$ cat config.mk
export PLATFORM = sky130hd
export DESIGN_NAME = bell_relay_ctrl
export DESIGN_NICKNAME = d
export VERILOG_FILES = /design/src/bell_pkg.sv /design/src/bell_relay_ctrl.sv
export VERILOG_INCLUDE_DIRS = /design/src
export SDC_FILE = /design/constraint.sdc
export NUM_CORES = 1
export LEC_CHECK = 0
export BUFFER_PORTS_ARGS = -buffer_cell sky130_fd_sc_hd__buf_2
export CAP_MARGIN = 20
export CORE_MARGIN = 2
export CORE_UTILIZATION = 60
export DETAILED_ROUTE_END_ITERATION = 7
export PLACE_DENSITY = 0.78
export SLEW_MARGIN = 30
export SYNTH_ARGS = -nofsm -noshare
export SYNTH_HDL_FRONTEND = slang
export SYNTH_SLANG_ARGS = --single-unit
$ cat constraint.sdc
create_clock -name core_clk -period 7.1 [get_ports core_clk]
set_input_delay 0.355 -clock core_clk [delete_from_list [all_inputs] [get_ports core_clk]]
set_output_delay 0.355 -clock core_clk [all_outputs]
set_load 0.01 [all_outputs]
$ cat src/bell_relay_params.svh
// Purpose: Offsets, field positions, reset values and timing counts.
// Assumes: Included by bell_relay_ctrl.sv only.
// Notes:   Times are kept in their own unit and converted below.
`ifndef BELL_RELAY_PARAMS_SVH
`define BELL_RELAY_PARAMS_SVH

// Clock rate and the half-second base tick.
`define CLK_HZ 40000000
`define HALF_MS 500
`define HALF_CYC (`CLK_HZ / 1000 * `HALF_MS)
`define MIN_HALVES (60 * 1000 / `HALF_MS)
`define DING_MS 1500
`define DING_HALVES (`DING_MS / `HALF_MS)
`define CHIME_MS 500
`define CHIME_HALVES (`CHIME_MS / `HALF_MS)
`define SMOKE_S 6
`define SMOKE_HALVES (`SMOKE_S * 1000 / `HALF_MS)
`define BSAVE_S 14400
`define BSAVE_HALVES (`BSAVE_S * 1000 / `HALF_MS)
`define RESTORE_S 2
`define RESTORE_HALVES (`RESTORE_S * 1000 / `HALF_MS)
`define TMO_MIN 5'h02
`define TMO_MAX 5'h1e

// Supervision zone response codes.
`define SUP_CODE 8'h13
`define SUP_NONE 8'h00

// Register word indices (byte address bits 11:2).
`define OFF_BELL_CFG 10'h000
`define OFF_BELL_TMO 10'h001
`define OFF_ZONES 10'h002
`define OFF_SUP 10'h003
`define OFF_RELAY 10'h004
`define OFF_STATUS 10'h005

// Field positions.
`define BC_PULSE 0
`define BC_DING 1
`define BC_CHIME 2
`define BC_TEMPORAL 8
`define BC_TAMPER 9
`define RC_DING 3
`define RC_CHIME 4

// Reset values and writable masks.
`define RST_BELL_CFG 32'h0000_0010
`define RST_BELL_TMO 32'h0000_0010
`define RST_ZONES 32'h0000_03fc
`define RST_SUP 32'h0000_1300
`define RST_RELAY 32'h00ff_0001
`define MSK_BELL_CFG 32'h0000_0377
`define MSK_BELL_TMO 32'h0000_1f1f
`define MSK_ZONES 32'h0000_ffff
`define MSK_SUP 32'h0000_ffff
`define MSK_RELAY 32'h00ff_1f1f

`endif

$ cat src/bell_pkg.sv
// Purpose: Types shared by the bell and relay controller.
// Assumes: Nothing.
// Notes:   Relay function codes follow the programmed values.
package bell_pkg;

  // One supervised loop's wiring fault flags.
  typedef struct packed {
    logic open_f;
    logic shorted_f;
    logic ground_f;
  } wire_fault_s;

  // Relay function codes.
  typedef enum logic [2:0] {
    FN_TROUBLE = 3'h0,
    FN_ALARM   = 3'h1,
    FN_SMOKE   = 3'h2,
    FN_BSAVE   = 3'h3,
    FN_LATCH   = 3'h4
  } relay_fn_e;

endpackage

$ cat src/bell_relay_ctrl.sv
// Purpose: Two bell outputs with supervision and one auxiliary relay.
// Assumes: Panel inputs are on core_clk; loop and AC pins are not.
// Notes:   Registers over AXI4-Lite; all timing on a half-second tick.
// Contract
// [RULE1] Default: first bell unsupervised burglary, second supervised fire.
// [RULE2] Supervision active when its zone holds code 19; faults raise trouble.
// [RULE3] Supervision zone code zero reports no wiring faults.
// [RULE4] Fire bell detects open, short and earth-ground faults.
// [RULE5] Default first bell steady for zones three to eight, 16 minutes.
// [RULE6] Default second bell pulsed for zones one and two, no timeout.
// [RULE7] A bell without assigned zones stays silent for alarms.
// [RULE8] Fire-silenced shown when bell has no zones or is unsupervised.
// [RULE9] Per-bell pulse, timeout, ding and chime; shared temporal pattern.
// [RULE10] Tamper enable makes zone six a bell-housing tamper input.
// [RULE11] Relay runs one function picked by a programmed code.
// [RULE12] Code 1: steady on alarm until timeout or code plus OFF.
// [RULE13] Code 4: latched on alarm until code plus # 67.
// [RULE14] Default relay: code 1, zones one to eight, no timeout.
// [RULE15] Code 1: brief pulse for arming and chime when enabled.
// [RULE16] Code 0: on for troubles; off after faults clear and OFF.
// [RULE17] Code 2: six-second pulse on second code plus OFF.
// [RULE18] Code 3: normally on, off four hours into AC failure.
// [RULE19] Battery saver re-energises a few seconds after AC returns.
// [RULE20] Bell timeout is none or two to thirty minutes.
// [RULE21] Arming ding sounds the bell one to two seconds.
// [RULE22] AC return before four hours cancels and restarts the interval.
// [RULE23] Pulsed bell cadences; stops on timeout or silence.
`include "bell_relay_params.svh"
`timescale 1ns/1ps
`default_nettype none

module bell_relay_ctrl #(
  parameter int HALF_CYCLES  = `HALF_CYC,
  parameter int BSAVE_HALVES = `BSAVE_HALVES
) (
  // Clock and reset.
  input  wire logic                      core_clk,
  input  wire logic                      rst_n,
  // AXI4-Lite slave.
  input  wire logic [11:0]               s_axi_awaddr,
  input  wire logic                      s_axi_awvalid,
  output var  logic                      s_axi_awready,
  input  wire logic [31:0]               s_axi_wdata,
  input  wire logic [3:0]                s_axi_wstrb,
  input  wire logic                      s_axi_wvalid,
  output var  logic                      s_axi_wready,
  output var  logic [1:0]                s_axi_bresp,
  output var  logic                      s_axi_bvalid,
  input  wire logic                      s_axi_bready,
  input  wire logic [11:0]               s_axi_araddr,
  input  wire logic                      s_axi_arvalid,
  output var  logic                      s_axi_arready,
  output var  logic [31:0]               s_axi_rdata,
  output var  logic [1:0]                s_axi_rresp,
  output var  logic                      s_axi_rvalid,
  input  wire logic                      s_axi_rready,
  // Panel events on core_clk.
  input  wire logic [7:0]                zone_alarm,
  input  wire logic                      user_off,
  input  wire logic                      user_67,
  input  wire logic                      system_armed,
  input  wire logic                      chime_fault,
  input  wire logic                      chime_mode,
  input  wire logic                      fire_alarm,
  input  wire logic                      trouble_any,
  input  wire logic                      fire_supervisory,
  // Asynchronous pins.
  input  wire logic                      ac_fail,
  input  wire logic                      first_bell_supervision_jumper,
  input  wire logic                      second_bell_supervision_jumper,
  input  wire bell_pkg::wire_fault_s [1:0] bell_fault,
  // Outputs.
  output wire logic [1:0]                bell_drive,
  output wire logic [1:0]                bell_trouble,
  output var  logic                      fire_silenced,
  output var  logic                      bell_tamper,
  output var  logic                      aux_relay
);

  localparam int DW = $clog2(HALF_CYCLES);
  localparam logic [14:0] BSAVE_N = 15'(BSAVE_HALVES);

  // Refuse settings the counters cannot hold.
  if (HALF_CYCLES < 2 || BSAVE_HALVES < 1 || BSAVE_HALVES > 32767) begin : g_chk
    $error("bell_relay_ctrl: parameter out of range");
  end

  // Timeout minutes to half ticks; out-of-range codes are clamped.
  function automatic logic [11:0] tmo_halves(input logic [4:0] m);
    logic [4:0] c;
    c = m;
    if (m != 5'h00 && m < `TMO_MIN) c = `TMO_MIN;
    if (m > `TMO_MAX) c = `TMO_MAX;
    return 12'(c) * 12'(`MIN_HALVES);
  endfunction

  // Byte-lane merge of a write into a register.
  function automatic logic [31:0] merge(input logic [31:0] o,
                                        input logic [31:0] d,
                                        input logic [3:0]  s,
                                        input logic [31:0] m);
    logic [31:0] r;
    r = o;
    for (int b = 0; b < 4; b++) begin
      if (s[b]) r[b*8 +: 8] = d[b*8 +: 8];
    end
    return r & m;
  endfunction

  logic [31:0] bell_cfg_ff, bell_tmo_ff, zones_ff, sup_ff, relay_ff;
  logic [8:0]  meta_ff, sync_ff;
  logic [DW-1:0] div_ff;
  logic        half_ff;
  logic [2:0]  ph_ff;
  logic        ac_s, pulse_on;
  logic [1:0]  jmp_s;
  bell_pkg::wire_fault_s [1:0] fault_s;
  logic [7:0]  tamp_excl;
  wire  [1:0]  drv_w, trb_w, quiet_w;

  // Two-stage synchroniser; only the second stage is read.
  always_ff @(posedge core_clk or negedge rst_n) begin
    if (!rst_n) begin
      meta_ff <= 9'h000;
      sync_ff <= 9'h000;
    end else begin
      meta_ff <= {ac_fail, second_bell_supervision_jumper,
                  first_bell_supervision_jumper, bell_fault};
      sync_ff <= meta_ff;
    end
  end
  assign fault_s = sync_ff[5:0];
  assign jmp_s   = sync_ff[7:6];
  assign ac_s    = sync_ff[8];

  // Half-second tick divider drives every slow count.
  always_ff @(posedge core_clk or negedge rst_n) begin
    if (!rst_n) begin
      div_ff  <= '0;
      half_ff <= 1'b0;
    end else if (div_ff == DW'(HALF_CYCLES - 1)) begin
      div_ff  <= '0;
      half_ff <= 1'b1;
    end else begin
      div_ff  <= div_ff + DW'(1);
      half_ff <= 1'b0;
    end
  end

  // Free-running cadence phase shared by both bells.
  always_ff @(posedge core_clk or negedge rst_n) begin
    if (!rst_n) begin
      ph_ff <= 3'h0;
    end else if (half_ff) begin
      ph_ff <= ph_ff + 3'h1;
    end
  end
  // Temporal: three half-second beats, then a long gap.
  assign pulse_on = bell_cfg_ff[`BC_TEMPORAL] ?
                    (!ph_ff[0] && ph_ff < 3'h6) : !ph_ff[0]; // RULE9 RULE23

  // Zone six is kept out of alarm masks while it serves as tamper.
  assign tamp_excl = bell_cfg_ff[`BC_TAMPER] ? 8'h20 : 8'h00; // RULE10
  always_ff @(posedge core_clk or negedge rst_n) begin
    if (!rst_n) begin
      bell_tamper <= 1'b0;
    end else begin
      bell_tamper <= bell_cfg_ff[`BC_TAMPER] && zone_alarm[5]; // RULE10
    end
  end

  // Per-bell alarm latch, timeout, ding, chime and supervision.
  for (genvar i = 0; i < 2; i++) begin : g_bell
    logic [7:0]  mask;
    logic [11:0] lim;
    logic        hit, sup_on, flt;
    logic        hit_q, act_q, drv_q, trb_q;
    logic [11:0] tc_q;
    logic [1:0]  dg_q;
    assign mask   = zones_ff[i*8 +: 8] & ~tamp_excl;
    assign hit    = |(zone_alarm & mask); // RULE7
    assign lim    = tmo_halves(bell_tmo_ff[i*8 +: 5]); // RULE20
    assign sup_on = sup_ff[i*8 +: 8] == `SUP_CODE && jmp_s[i]; // RULE2
    assign flt    = |fault_s[i]; // RULE4

    // A fresh alarm restarts the latch; it wins over a silence.
    always_ff @(posedge core_clk or negedge rst_n) begin
      if (!rst_n) begin
        hit_q <= 1'b0;
        act_q <= 1'b0;
        tc_q  <= 12'h000;
      end else begin
        hit_q <= hit;
        if (hit && !hit_q) begin
          act_q <= 1'b1; // RULE5 RULE6
          tc_q  <= 12'h000;
        end else if (user_off || (lim != 12'h000 && tc_q >= lim)) begin
          act_q <= 1'b0; // RULE23
        end else if (act_q && half_ff) begin
          tc_q <= tc_q + 12'h001;
        end
      end
    end

    // Ding on arming and chime share one short countdown.
    always_ff @(posedge core_clk or negedge rst_n) begin
      if (!rst_n) begin
        dg_q <= 2'h0;
      end else if (system_armed && bell_cfg_ff[i*4 + `BC_DING]) begin
        dg_q <= 2'(`DING_HALVES); // RULE21
      end else if (chime_fault && chime_mode &&
                   bell_cfg_ff[i*4 + `BC_CHIME]) begin
        dg_q <= 2'(`CHIME_HALVES); // RULE9
      end else if (half_ff && dg_q != 2'h0) begin
        dg_q <= dg_q - 2'h1;
      end
    end

    // Drive and trouble flops feed the pins directly.
    always_ff @(posedge core_clk or negedge rst_n) begin
      if (!rst_n) begin
        drv_q <= 1'b0;
        trb_q <= 1'b0;
      end else begin
        drv_q <= act_q ? (!bell_cfg_ff[i*4 + `BC_PULSE] || pulse_on)
                       : (dg_q != 2'h0); // RULE9
        trb_q <= sup_on && flt; // RULE2 RULE3 RULE4
      end
    end
    assign drv_w[i]   = drv_q;
    assign trb_w[i]   = trb_q;
    assign quiet_w[i] = zones_ff[i*8 +: 8] == 8'h00 || !sup_on;

    a_sup_off_quiet: assert property (@(posedge core_clk) disable iff (!rst_n)
      sup_ff[i*8 +: 8] == `SUP_NONE |=> !trb_q) // RULE3
      else $error("trouble raised with supervision off");
    a_fault_trouble: assert property (@(posedge core_clk) disable iff (!rst_n)
      sup_on && flt ##1 sup_on && flt |-> trb_q) // RULE2
      else $error("wiring fault not reported");
    a_zone_needed: assert property (@(posedge core_clk) disable iff (!rst_n)
      zones_ff[i*8 +: 8] == 8'h00 && !act_q |=> !act_q) // RULE7
      else $error("bell latched with no zones");
    a_bell_timeout: assert property (@(posedge core_clk) disable iff (!rst_n)
      act_q && lim != 12'h000 && tc_q >= lim && !(hit && !hit_q)
      |=> !act_q ##1 (!drv_q || $past(dg_q) != 2'h0)) // RULE23
      else $error("bell kept sounding after timeout");
  end
  assign bell_drive   = drv_w;
  assign bell_trouble = trb_w;

  // No supervised, assigned bell can carry the fire alarm.
  always_ff @(posedge core_clk or negedge rst_n) begin
    if (!rst_n) begin
      fire_silenced <= 1'b0;
    end else begin
      fire_silenced <= fire_alarm && (&quiet_w); // RULE8
    end
  end

  a_silenced_ind: assert property (@(posedge core_clk) disable iff (!rst_n)
    fire_alarm && (&quiet_w) |=> fire_silenced) // RULE8
    else $error("fire silenced indication missing");

  // Relay decode.
  bell_pkg::relay_fn_e fn;
  logic [7:0]  rmask;
  logic [11:0] rlim, rt_ff;
  logic        rhit, rhit_ff, rnew, rfault, rset, rclr, rlat_ff, rout;
  logic [1:0]  rp_ff;
  logic        off_seen_ff;
  logic [3:0]  sm_ff;
  logic [14:0] fc_ff;
  logic [2:0]  oc_ff;
  logic        bs_ff;
  assign fn     = bell_pkg::relay_fn_e'(relay_ff[2:0]); // RULE11
  assign rmask  = relay_ff[23:16] & ~tamp_excl;
  assign rhit   = |(zone_alarm & rmask);
  assign rnew   = rhit && !rhit_ff;
  assign rlim   = tmo_halves(relay_ff[12:8]);
  assign rfault = trouble_any || fire_supervisory || (|trb_w);

  // Set and clear of the relay latch per function.
  always_comb begin
    rset = 1'b0;
    rclr = 1'b0;
    unique case (fn)
      bell_pkg::FN_TROUBLE: begin
        rset = rfault; // RULE16
        rclr = user_off && !rfault;
      end
      bell_pkg::FN_ALARM: begin
        rset = rnew; // RULE12
        rclr = user_off || (rlim != 12'h000 && rt_ff >= rlim);
      end
      bell_pkg::FN_LATCH: begin
        rset = rnew; // RULE13
        rclr = user_67;
      end
      default: rclr = 1'b1;
    endcase
  end

  // Relay latch and its timeout; a set beats a clear.
  always_ff @(posedge core_clk or negedge rst_n) begin
    if (!rst_n) begin
      rhit_ff <= 1'b0;
      rlat_ff <= 1'b0;
      rt_ff   <= 12'h000;
    end else begin
      rhit_ff <= rhit;
      if (rset) begin
        rlat_ff <= 1'b1;
        if (rnew) rt_ff <= 12'h000;
      end else if (rclr) begin
        rlat_ff <= 1'b0;
      end else if (rlat_ff && half_ff) begin
        rt_ff <= rt_ff + 12'h001;
      end
    end
  end

  // Brief arming and chime pulse in alarm function.
  always_ff @(posedge core_clk or negedge rst_n) begin
    if (!rst_n) begin
      rp_ff <= 2'h0;
    end else if (fn == bell_pkg::FN_ALARM &&
                 ((system_armed && relay_ff[`RC_DING]) ||
                  (chime_fault && chime_mode && relay_ff[`RC_CHIME]))) begin
      rp_ff <= 2'(`CHIME_HALVES) + 2'h1; // RULE15
    end else if (half_ff && rp_ff != 2'h0) begin
      rp_ff <= rp_ff - 2'h1;
    end
  end

  // Smoke reset: every second OFF entry opens power for six seconds.
  always_ff @(posedge core_clk or negedge rst_n) begin
    if (!rst_n) begin
      off_seen_ff <= 1'b0;
      sm_ff       <= 4'h0;
    end else if (fn != bell_pkg::FN_SMOKE) begin
      off_seen_ff <= 1'b0;
      sm_ff       <= 4'h0;
    end else if (user_off) begin
      off_seen_ff <= !off_seen_ff;
      if (off_seen_ff) sm_ff <= 4'(`SMOKE_HALVES); // RULE17
    end else if (half_ff && sm_ff != 4'h0) begin
      sm_ff <= sm_ff - 4'h1;
    end
  end

  // Battery saver: fail time and restore time run on opposite levels.
  always_ff @(posedge core_clk or negedge rst_n) begin
    if (!rst_n) begin
      fc_ff <= 15'h0000;
      oc_ff <= 3'h0;
      bs_ff <= 1'b1;
    end else begin
      if (!ac_s) fc_ff <= 15'h0000; // RULE22
      else if (half_ff && fc_ff != BSAVE_N) fc_ff <= fc_ff + 15'h0001;
      if (ac_s) oc_ff <= 3'h0;
      else if (half_ff && oc_ff != 3'(`RESTORE_HALVES)) oc_ff <= oc_ff + 3'h1;
      if (fc_ff == BSAVE_N) bs_ff <= 1'b0; // RULE18
      else if (oc_ff == 3'(`RESTORE_HALVES)) bs_ff <= 1'b1; // RULE19
    end
  end

  // Pick the single active function onto the relay.
  always_comb begin
    unique case (fn)
      bell_pkg::FN_TROUBLE: rout = rlat_ff;
      bell_pkg::FN_ALARM:   rout = rlat_ff || rp_ff != 2'h0;
      bell_pkg::FN_LATCH:   rout = rlat_ff;
      bell_pkg::FN_SMOKE:   rout = sm_ff != 4'h0;
      bell_pkg::FN_BSAVE:   rout = bs_ff;
      default:              rout = 1'b0;
    endcase
  end
  always_ff @(posedge core_clk or negedge rst_n) begin
    if (!rst_n) begin
      aux_relay <= 1'b0;
    end else begin
      aux_relay <= rout; // RULE11
    end
  end

  a_fn_illegal: assert property (@(posedge core_clk) disable iff (!rst_n)
    relay_ff[2:0] > 3'h4 ##1 relay_ff[2:0] > 3'h4 |-> !aux_relay) // RULE11
    else $error("relay on with undefined function");
  a_relay_hold4: assert property (@(posedge core_clk) disable iff (!rst_n)
    fn == bell_pkg::FN_LATCH && rlat_ff && !user_67 |=> rlat_ff) // RULE13
    else $error("latched relay released early");
  a_relay_off1: assert property (@(posedge core_clk) disable iff (!rst_n)
    fn == bell_pkg::FN_ALARM && rlat_ff && user_off && !rnew
    |=> !rlat_ff) // RULE12
    else $error("relay ignored OFF");
  a_smoke_len: assert property (@(posedge core_clk) disable iff (!rst_n)
    fn == bell_pkg::FN_SMOKE && user_off && off_seen_ff
    |=> sm_ff == 4'(`SMOKE_HALVES)) // RULE17
    else $error("smoke reset pulse not started");
  a_bsave_drop: assert property (@(posedge core_clk) disable iff (!rst_n)
    fc_ff == BSAVE_N && fn == bell_pkg::FN_BSAVE
    |=> !bs_ff ##1 !aux_relay) // RULE18
    else $error("battery saver kept relay on");

  // AXI4-Lite: ready flags double as empty flags of one-deep slots.
  logic [9:0]  aw_ix_ff;
  logic [31:0] wd_ff;
  logic [3:0]  ws_ff;
  logic        do_wr;
  logic [9:0]  ar_ix;
  logic [31:0] rd_val;
  logic        rd_err;
  assign do_wr = !s_axi_awready && !s_axi_wready && !s_axi_bvalid;
  assign ar_ix = s_axi_araddr[11:2];

  // Write channels and response.
  always_ff @(posedge core_clk or negedge rst_n) begin
    if (!rst_n) begin
      s_axi_awready <= 1'b1;
      s_axi_wready  <= 1'b1;
      s_axi_bvalid  <= 1'b0;
      s_axi_bresp   <= 2'h0;
      aw_ix_ff      <= 10'h000;
      wd_ff         <= 32'h0000_0000;
      ws_ff         <= 4'h0;
    end else begin
      if (s_axi_awvalid && s_axi_awready) begin
        s_axi_awready <= 1'b0;
        aw_ix_ff      <= s_axi_awaddr[11:2];
      end
      if (s_axi_wvalid && s_axi_wready) begin
        s_axi_wready <= 1'b0;
        wd_ff        <= s_axi_wdata;
        ws_ff        <= s_axi_wstrb;
      end
      if (do_wr) begin
        s_axi_bvalid <= 1'b1;
        s_axi_bresp  <= aw_ix_ff > `OFF_STATUS ? 2'h2 : 2'h0;
      end
      if (s_axi_bvalid && s_axi_bready) begin
        s_axi_bvalid  <= 1'b0;
        s_axi_awready <= 1'b1;
        s_axi_wready  <= 1'b1;
      end
    end
  end

  // Register file; reset values give the factory defaults.
  always_ff @(posedge core_clk or negedge rst_n) begin
    if (!rst_n) begin
      bell_cfg_ff <= `RST_BELL_CFG; // RULE5 RULE6
      bell_tmo_ff <= `RST_BELL_TMO; // RULE5 RULE6
      zones_ff    <= `RST_ZONES; // RULE5 RULE6
      sup_ff      <= `RST_SUP; // RULE1
      relay_ff    <= `RST_RELAY; // RULE14
    end else if (do_wr) begin
      unique case (aw_ix_ff)
        `OFF_BELL_CFG:
          bell_cfg_ff <= merge(bell_cfg_ff, wd_ff, ws_ff, `MSK_BELL_CFG);
        `OFF_BELL_TMO:
          bell_tmo_ff <= merge(bell_tmo_ff, wd_ff, ws_ff, `MSK_BELL_TMO);
        `OFF_ZONES: zones_ff <= merge(zones_ff, wd_ff, ws_ff, `MSK_ZONES);
        `OFF_SUP:   sup_ff <= merge(sup_ff, wd_ff, ws_ff, `MSK_SUP);
        `OFF_RELAY: relay_ff <= merge(relay_ff, wd_ff, ws_ff, `MSK_RELAY);
        default: ;
      endcase
    end
  end

  // Read decode; unmapped words read zero with a slave error.
  always_comb begin
    rd_err = 1'b0;
    unique case (ar_ix)
      `OFF_BELL_CFG: rd_val = bell_cfg_ff;
      `OFF_BELL_TMO: rd_val = bell_tmo_ff;
      `OFF_ZONES:    rd_val = zones_ff;
      `OFF_SUP:      rd_val = sup_ff;
      `OFF_RELAY:    rd_val = relay_ff;
      `OFF_STATUS:   rd_val = {17'h00000, fault_s[1], 1'b0, fault_s[0],
                               ac_s, bell_tamper, fire_silenced, trb_w,
                               aux_relay, drv_w};
      default: begin
        rd_val = 32'h0000_0000;
        rd_err = 1'b1;
      end
    endcase
  end

  // Read channel.
  always_ff @(posedge core_clk or negedge rst_n) begin
    if (!rst_n) begin
      s_axi_arready <= 1'b1;
      s_axi_rvalid  <= 1'b0;
      s_axi_rdata   <= 32'h0000_0000;
      s_axi_rresp   <= 2'h0;
    end else if (s_axi_arvalid && s_axi_arready) begin
      s_axi_arready <= 1'b0;
      s_axi_rvalid  <= 1'b1;
      s_axi_rdata   <= rd_val;
      s_axi_rresp   <= rd_err ? 2'h2 : 2'h0;
    end else if (s_axi_rvalid && s_axi_rready) begin
      s_axi_rvalid  <= 1'b0;
      s_axi_arready <= 1'b1;
    end
  end

endmodule

`default_nettype wire

-- Word-level counts from Yosys, hierarchy flattened
Index checks and enable logic that the tools add are counted.
- register bits after elaboration: 272
- latch bits: 0
- memory bits (writable): 0
- bits in read-only memories: 0
- input port bits: 92
- word-level logic and storage cells: 296
- memories: 0
- add/subtract/negate cells: 11
- $mul: 3
- div/mod/pow operators: 0
- magnitude comparators: 11
- equality and inequality tests: 27
- shift-type cells: 0
- mux-type cells: 64
- bitwise gates (word level): 7
- reductions and logical operators: 122
- operator list (cell ; number):
    one-hot mux 24 bit (6 select lines) ; 1
    two-way mux 12 bit ; 10
    AND 8 bit ; 6
    logical AND 1 bit ; 41
    equality test 10 x 2 -> 1 bit (second input constant) ; 4
    adder 12 x 1 -> 12 bit (second input constant) ; 3
    greater-or-equal comparator 12 bit ; 3
    AND reduction 3 bit ; 12
    nonzero test 12 bit ; 3
    nonzero test 2 bit ; 17
    equality test 10 x 3 -> 1 bit (second input constant) ; 3
    two-way mux 15 bit ; 2
    two-way mux 5 bit ; 6
    multiplier 5 x 4 -> 9 bit (second input constant) ; 3
    adder 25 x 1 -> 25 bit (second input constant) ; 1
    equality test 25 bit (second input constant) ; 1
    two-way mux 25 bit ; 1
    two-way mux 1 bit ; 24
    OR reduction 8 bit ; 3
    equality test 10 x 1 -> 1 bit (second input constant) ; 2
    zero test 10 bit ; 2
    two-way mux 2 bit ; 10
    equality test 8 x 5 -> 1 bit (second input constant) ; 2
    zero test 8 bit ; 2
    35 further kinds ; 83

-- Logic depth before layout (Yosys ltp)
- depth in word-level cells: 11
- mapped depth: 23
- mapped depth without buffers: 22

-- Worst setup path before layout
No wires, ideal clock.
- path type: reg-to-reg
- from: reg bell_tmo_ff[4]
- to: reg g_bell[0].tc_q[8]
- library setup time: 78 ps
- data arrival time: 4949 ps
- data required time: 7022 ps
- path slack: 2073 ps
- stages on the path, launching flop included: 22
- path buffers: 0
- period minus slack after synthesis: 5027 ps
- cell sequence: dfstp_2 inv_1 ha_1 nand2_1 nor2_1 or2_2 inv_1 fa_1 fa_1 inv_1 ha_1 nor2b_1 o31a_1 nor3_1 nor3b_4 ha_1 nor4b_1 o21ai_0 o21ai_0 a31oi_2 or4_1 a21oi_1
- longest elaborated chain between the ends: 10
- elaborated cells between the ends (all ways): 13
- those cells by class: 1 x mul; 3 x order compare; 1 x eq/ne; 2 x mux; 6 x reduce/logical
- ends and longest elaborated chain (what ; line ; source):
    from (decl) ; bell_relay_ctrl.sv:110 ; logic [31:0] bell_cfg_ff, bell_tmo_ff, zones_ff, sup_ff, relay_ff;
    from (signal assigned) ; bell_relay_ctrl.sv:452 ; bell_tmo_ff <= `RST_BELL_TMO;
    from (signal assigned) ; bell_relay_ctrl.sv:461 ; bell_tmo_ff <= merge(bell_tmo_ff, wd_ff, ws_ff, `MSK_BELL_TMO);
    < comparator 5 x 2 -> 1 bit (no line) or nonzero test 5 bit (tied branches) ; - ;
    logical AND 1 bit (no line) ; - ;
    two-way mux 5 bit ; bell_relay_ctrl.sv:92 ; if (m != 5'h00 && m < `TMO_MIN) c = `TMO_MIN;
    two-way mux 5 bit * ; bell_relay_ctrl.sv:93 ; if (m > `TMO_MAX) c = `TMO_MAX;
    multiplier 5 x 4 -> 9 bit * ; bell_relay_ctrl.sv:94 ; return 12'(c) * 12'(`MIN_HALVES);
    greater-or-equal comparator 12 bit or nonzero test 12 bit (tied branches) ; bell_relay_ctrl.sv:197 ; end else if (user_off || (lim != 12'h000 && tc_q >= lim)) begin
    logical AND 1 bit * ; bell_relay_ctrl.sv:197 ;
    logical OR 1 bit * ; bell_relay_ctrl.sv:197 ;
    != test 2 bit (no line) * ; - ;
    AND reduction 2 bit (no line) * ; - ;
    to (signal assigned) ; bell_relay_ctrl.sv:200 ; tc_q <= tc_q + 12'h001;
    to (decl) ; bell_relay_ctrl.sv:178 ; logic [11:0] tc_q;
Mark *: on every way between the ends. The rest lies on a longest branch, timed or not.
A chain may end at the register's enable or synchronous reset.

-- Worst setup path in the final report
- from: reg bell_tmo_ff[11]
- to: reg g_bell[1].tc_q[5]
- longest elaborated chain between the ends: 10
- elaborated cells between the ends (all ways): 13
- those cells by class: 1 x mul; 3 x order compare; 1 x eq/ne; 2 x mux; 6 x reduce/logical
- ends and longest elaborated chain (what ; line):
    < comparator 5 x 2 -> 1 bit (no line) or nonzero test 5 bit (tied branches) ; -
    logical AND 1 bit (no line) ; -
    two-way mux 5 bit ; bell_relay_ctrl.sv:92
    two-way mux 5 bit * ; bell_relay_ctrl.sv:93
    multiplier 5 x 4 -> 9 bit * ; bell_relay_ctrl.sv:94
    greater-or-equal comparator 12 bit or nonzero test 12 bit (tied branches) ; bell_relay_ctrl.sv:197
    logical AND 1 bit * ; bell_relay_ctrl.sv:197
    logical OR 1 bit * ; bell_relay_ctrl.sv:197
    != test 2 bit (no line) * ; -
    AND reduction 2 bit (no line) * ; -
    to (signal assigned) ; bell_relay_ctrl.sv:200
    to (decl) ; bell_relay_ctrl.sv:178
Marks and branches as above.

==> key figures <==
GRT
  – Number of global-route vias before repair: approximately 11k
  – Initial antenna violation count: 1
  – Largest net degree at the start of global routing: ~160
  – Grt total ovfl: 0
  – GRT Total Usage: 26.7%
  – Global-route wire length before repair: between 50 and 60 mm

CTS
  – CTS root buffer: clkbuf_16
  – CTS tree: yes
  – Worst-Skew Late Latency: 0.56 ns
  – Post_cts resized: 0
  – CTS Buf Count: 28
  – H-tree depth: 1
  – Clock tree buffer depth: 3
  – # clock sinks: approximately 260
  – Worst-path clk slew: about 0.07 ns

Synth
  – Asr flop ratio synth: 100%
  – Mapped cell area: 14300 um2
  – Post-synth EDFFs: 0
  – Main synth FF type: dfrtp_1
  – Synth warnings: 0
  – Mapped Cells: ~1.3k
  – Cell variety after synth: 80
  – Synth top area cells: dfrtp_1 (41%), mux2_2 (8.0%), ha_1 (7.4%)
  – Synthesized flop and latch total: approximately 260
  – Post-Syn Area per Cell: roughly 11 um2
  – Sequential share of the synthesized area: 46.1%
  – Top-area cell type share of the netlist area: approximately two fifths
  – Leading area contributor after synthesis: dfrtp_1

Critical path
  – Setup crit start kind: flop
  – Arr. time, crit path: approximately 6 ns
  – FF-to-FF End: g_bell[1].tc_q[5]
  – Crit Path Class: reg -> reg
  – Max Fanout on Critical Path: 14
  – R2r setup slk: roughly 1.5 ns
  – Req. time, crit path: 7.57 ns
  – Reg-to-Reg Start: bell_tmo_ff[11]
  – R2R depth: 19
  – Critical path capture point type: flop

Floorplan
  – Core Footprint: approximately 23000 um2
  – DIE AREA: approximately 25000 um2
  – Core Rows: 56
  – Effective utilization at floorplan: 61.1%
  – Chip height: 158 um
  – IO Count: 140
  – Die X: around 160 um

Timing
  – Max Fclk: approximately 180 MHz
  – Worst Tran Pin Value: 0.964 ns
  – Setup TNS Final: 0 ns
  – Final Skew: 0.0113 ns
  – RSZ-0062 raised after global routing: false
  – Final setup margin: 1.49 ns
  – Max-slew violations: 0
  – Min cycle time layout: ~5.6 ns
  – Final hold viol count: 0
  – Slew Limit Headroom: between 30% and 40%
  – # setup viols final: 0
  – Period utilization: 79.0%

Route
  – Wire per inst: between 15 and 20 um
  – Vias: between 10k and 15k
  – DR DRC count: 0
  – Pre-Repair DR Iteration Count: 5
  – Final WL: between 30 and 40 mm
  – Vias per cell: around 6
  – DRT antenna net count: 0
  – DRT iter0 DRCs: around 860

Final layout
  – Area grow syn2layout: 14.5%
  – Commonest non-fill, non-tap cells in the layout: dfrtp_1 (236), nand2_1 (118), buf_2 (115)
  – Commonest non-fill, non-tap cell in the layout: dfrtp_1
  – Fillers: roughly 1.7k
  – Fraction of layout cells with a size suffix above 1: between 20% and 30%
  – NumNets Final: ~1.7k

Job
  – Max_cap viols: 0

Placed design
  – Post-detail-place hpwl: between 20 and 25 mm
  – IO buf count: between 100 and 150
  – GPL Wtd Cong: ~0.86
  – Dpl ws: 1.50 ns

Power and ir drop
  – Leak: a little under 0.008 uW
  – Gate power share: 15.4%
  – Psw: 1180 uW
  – Sequential Power Share: roughly 44%
  – Power per standard cell area: approximately 260 nW/um2
  – Pwr Total: 4220 uW
  – Peak supply drop: a little over 200 uV
  – Switching part of the total power: between 20% and 30%
  – P_int: around 3000 uW
  – Clock power share: between 40% and 50%

Worst hold path
  – Hold path depth: 2
  – Worst hold endpoint: aw_ix_ff[6]
  – HP Class: in -> reg
  – HP Start: s_axi_awaddr[8]

Run status
  – Status: finished clean
cell type report:
cell class	count	area [um2]	area share (%)
repair buffers	137	796	4.86
well taps	319	399	2.44
diodes	1	2.50	0.0153
inverters	88	330	2.02
clock buffers	33	769	4.70
flip-flops and latches	262	6590	40.3
clock inverters	19	328	2.00
multi-input cells	943	7150	43.7
stage by stage:
stage	instance area, um2	hold WS, ns	cells	util [%]
3_5_place_dp	15100	0.335	1735	64.6
3_3_place_gp	15100	0.332	1735	64.6
2_1_floorplan	14300	0.0594	1344	-
6_report	16400	0.0241	1802	69.9
5_1_grt	16400	0.0113	1802	69.9
4_1_cts	16400	0.00807	1801	69.9
critical path, cell delays in order (launching register included):
cell	delay, ns
dfrtp_1	0.48
inv_1	0.26
nand3_1	0.11
o211ai_1	0.24
inv_1	0.16
fa_1	0.55
fa_1	0.58
inv_1	0.06
fa_1	0.46
nand2b_1	0.18
a21oi_1	0.22
nor4_1	0.09
a311oi_2	0.39
ha_1	0.34
o211ai_1	0.10
a21oi_1	0.08
a221oi_2	0.30
a31oi_2	0.19
or4_1	0.56
a21oi_1	0.16
routing by layer:
layer	global-route usage, %	wire, um	vias to the layer above	share of wire [%]
met4	8.37	980	0	3.0
met1	36.5	14000	5256	43
met5	0	0	-	0
li1	-	-	5050	-
met3	5.14	2140	76	6.5
met2	43.6	15600	347	48
kinds of logic (layout without fill, tap and decap cells):
family | count (synthesis) | count (layout) | share of synthesized area [%]
compound gates | 244 | 244 | 12.0
xor+xnor | 57 | 57 | 3.55
fa+ha+maj | 103 | 103 | 10.0
buf+inv | 139 | 277 | 4.18
flops | 262 | 262 | 46.1
mux | 111 | 111 | 8.66
other cells | 1 | 11 | 0.0262
simple gates | 418 | 418 | 15.4
worst max-delay path by stage:
stage          cells after the start       startpoint                 end  slack (ns)
3_5_place_dp                      19  bell_tmo_ff[11]   g_bell[1].tc_q[5]        1.50
3_3_place_gp                      19  bell_tmo_ff[11]  g_bell[1].tc_q[11]        1.64
4_1_cts                           19  bell_tmo_ff[11]   g_bell[1].tc_q[5]        1.50
2_1_floorplan                     21   bell_tmo_ff[4]   g_bell[0].tc_q[8]        2.07
5_1_grt                           22     relay_ff[11]           rt_ff[10]        1.01
6_report                          19  bell_tmo_ff[11]   g_bell[1].tc_q[5]        1.49
what timing repair did:
action                    4_1_cts  5_1_grt
hold buffers                   14        0
hold endpoints to repair      111        0
buffers inserted                0        0
state kept, by name (all words and copies together), names as in the netlist, 15 cells and up:
signal and count:
zones_ff 16, fc_ff 15, div_ff 25, g_bell.tc_q 24
sup_ff 16, relay_ff 18, wd_ff 24, s_axi_rdata 24
power by group through the flow:
stage | sequential [uW] | combinational, uW | clock [uW]
floorplan | 1810 | 481 | 0
global placement | 1870 | 610 | 0
detailed placement | 1880 | 639 | 0
CTS | 1860 | 652 | 1710
global route | 1890 | 730 | 1780
finish | 1870 | 651 | 1700
Yosys cell counts (19+ instances only):
| library cell | instances |
|---|---|
| dfrtp_1 | 236 |
| nand2_1 | 118 |
| mux2_2 | 101 |
| inv_1 | 88 |
| ha_1 | 84 |
| nor2_1 | 76 |
| nand3_1 | 60 |
| o21ai_0 | 49 |
| a21oi_1 | 45 |
| xor2_1 | 31 |
| clkbuf_1 | 28 |
| dfstp_2 | 26 |
| xnor2_1 | 25 |
| a22oi_1 | 23 |
| fa_1 | 19 |
(Power assumes the default switching activity.)
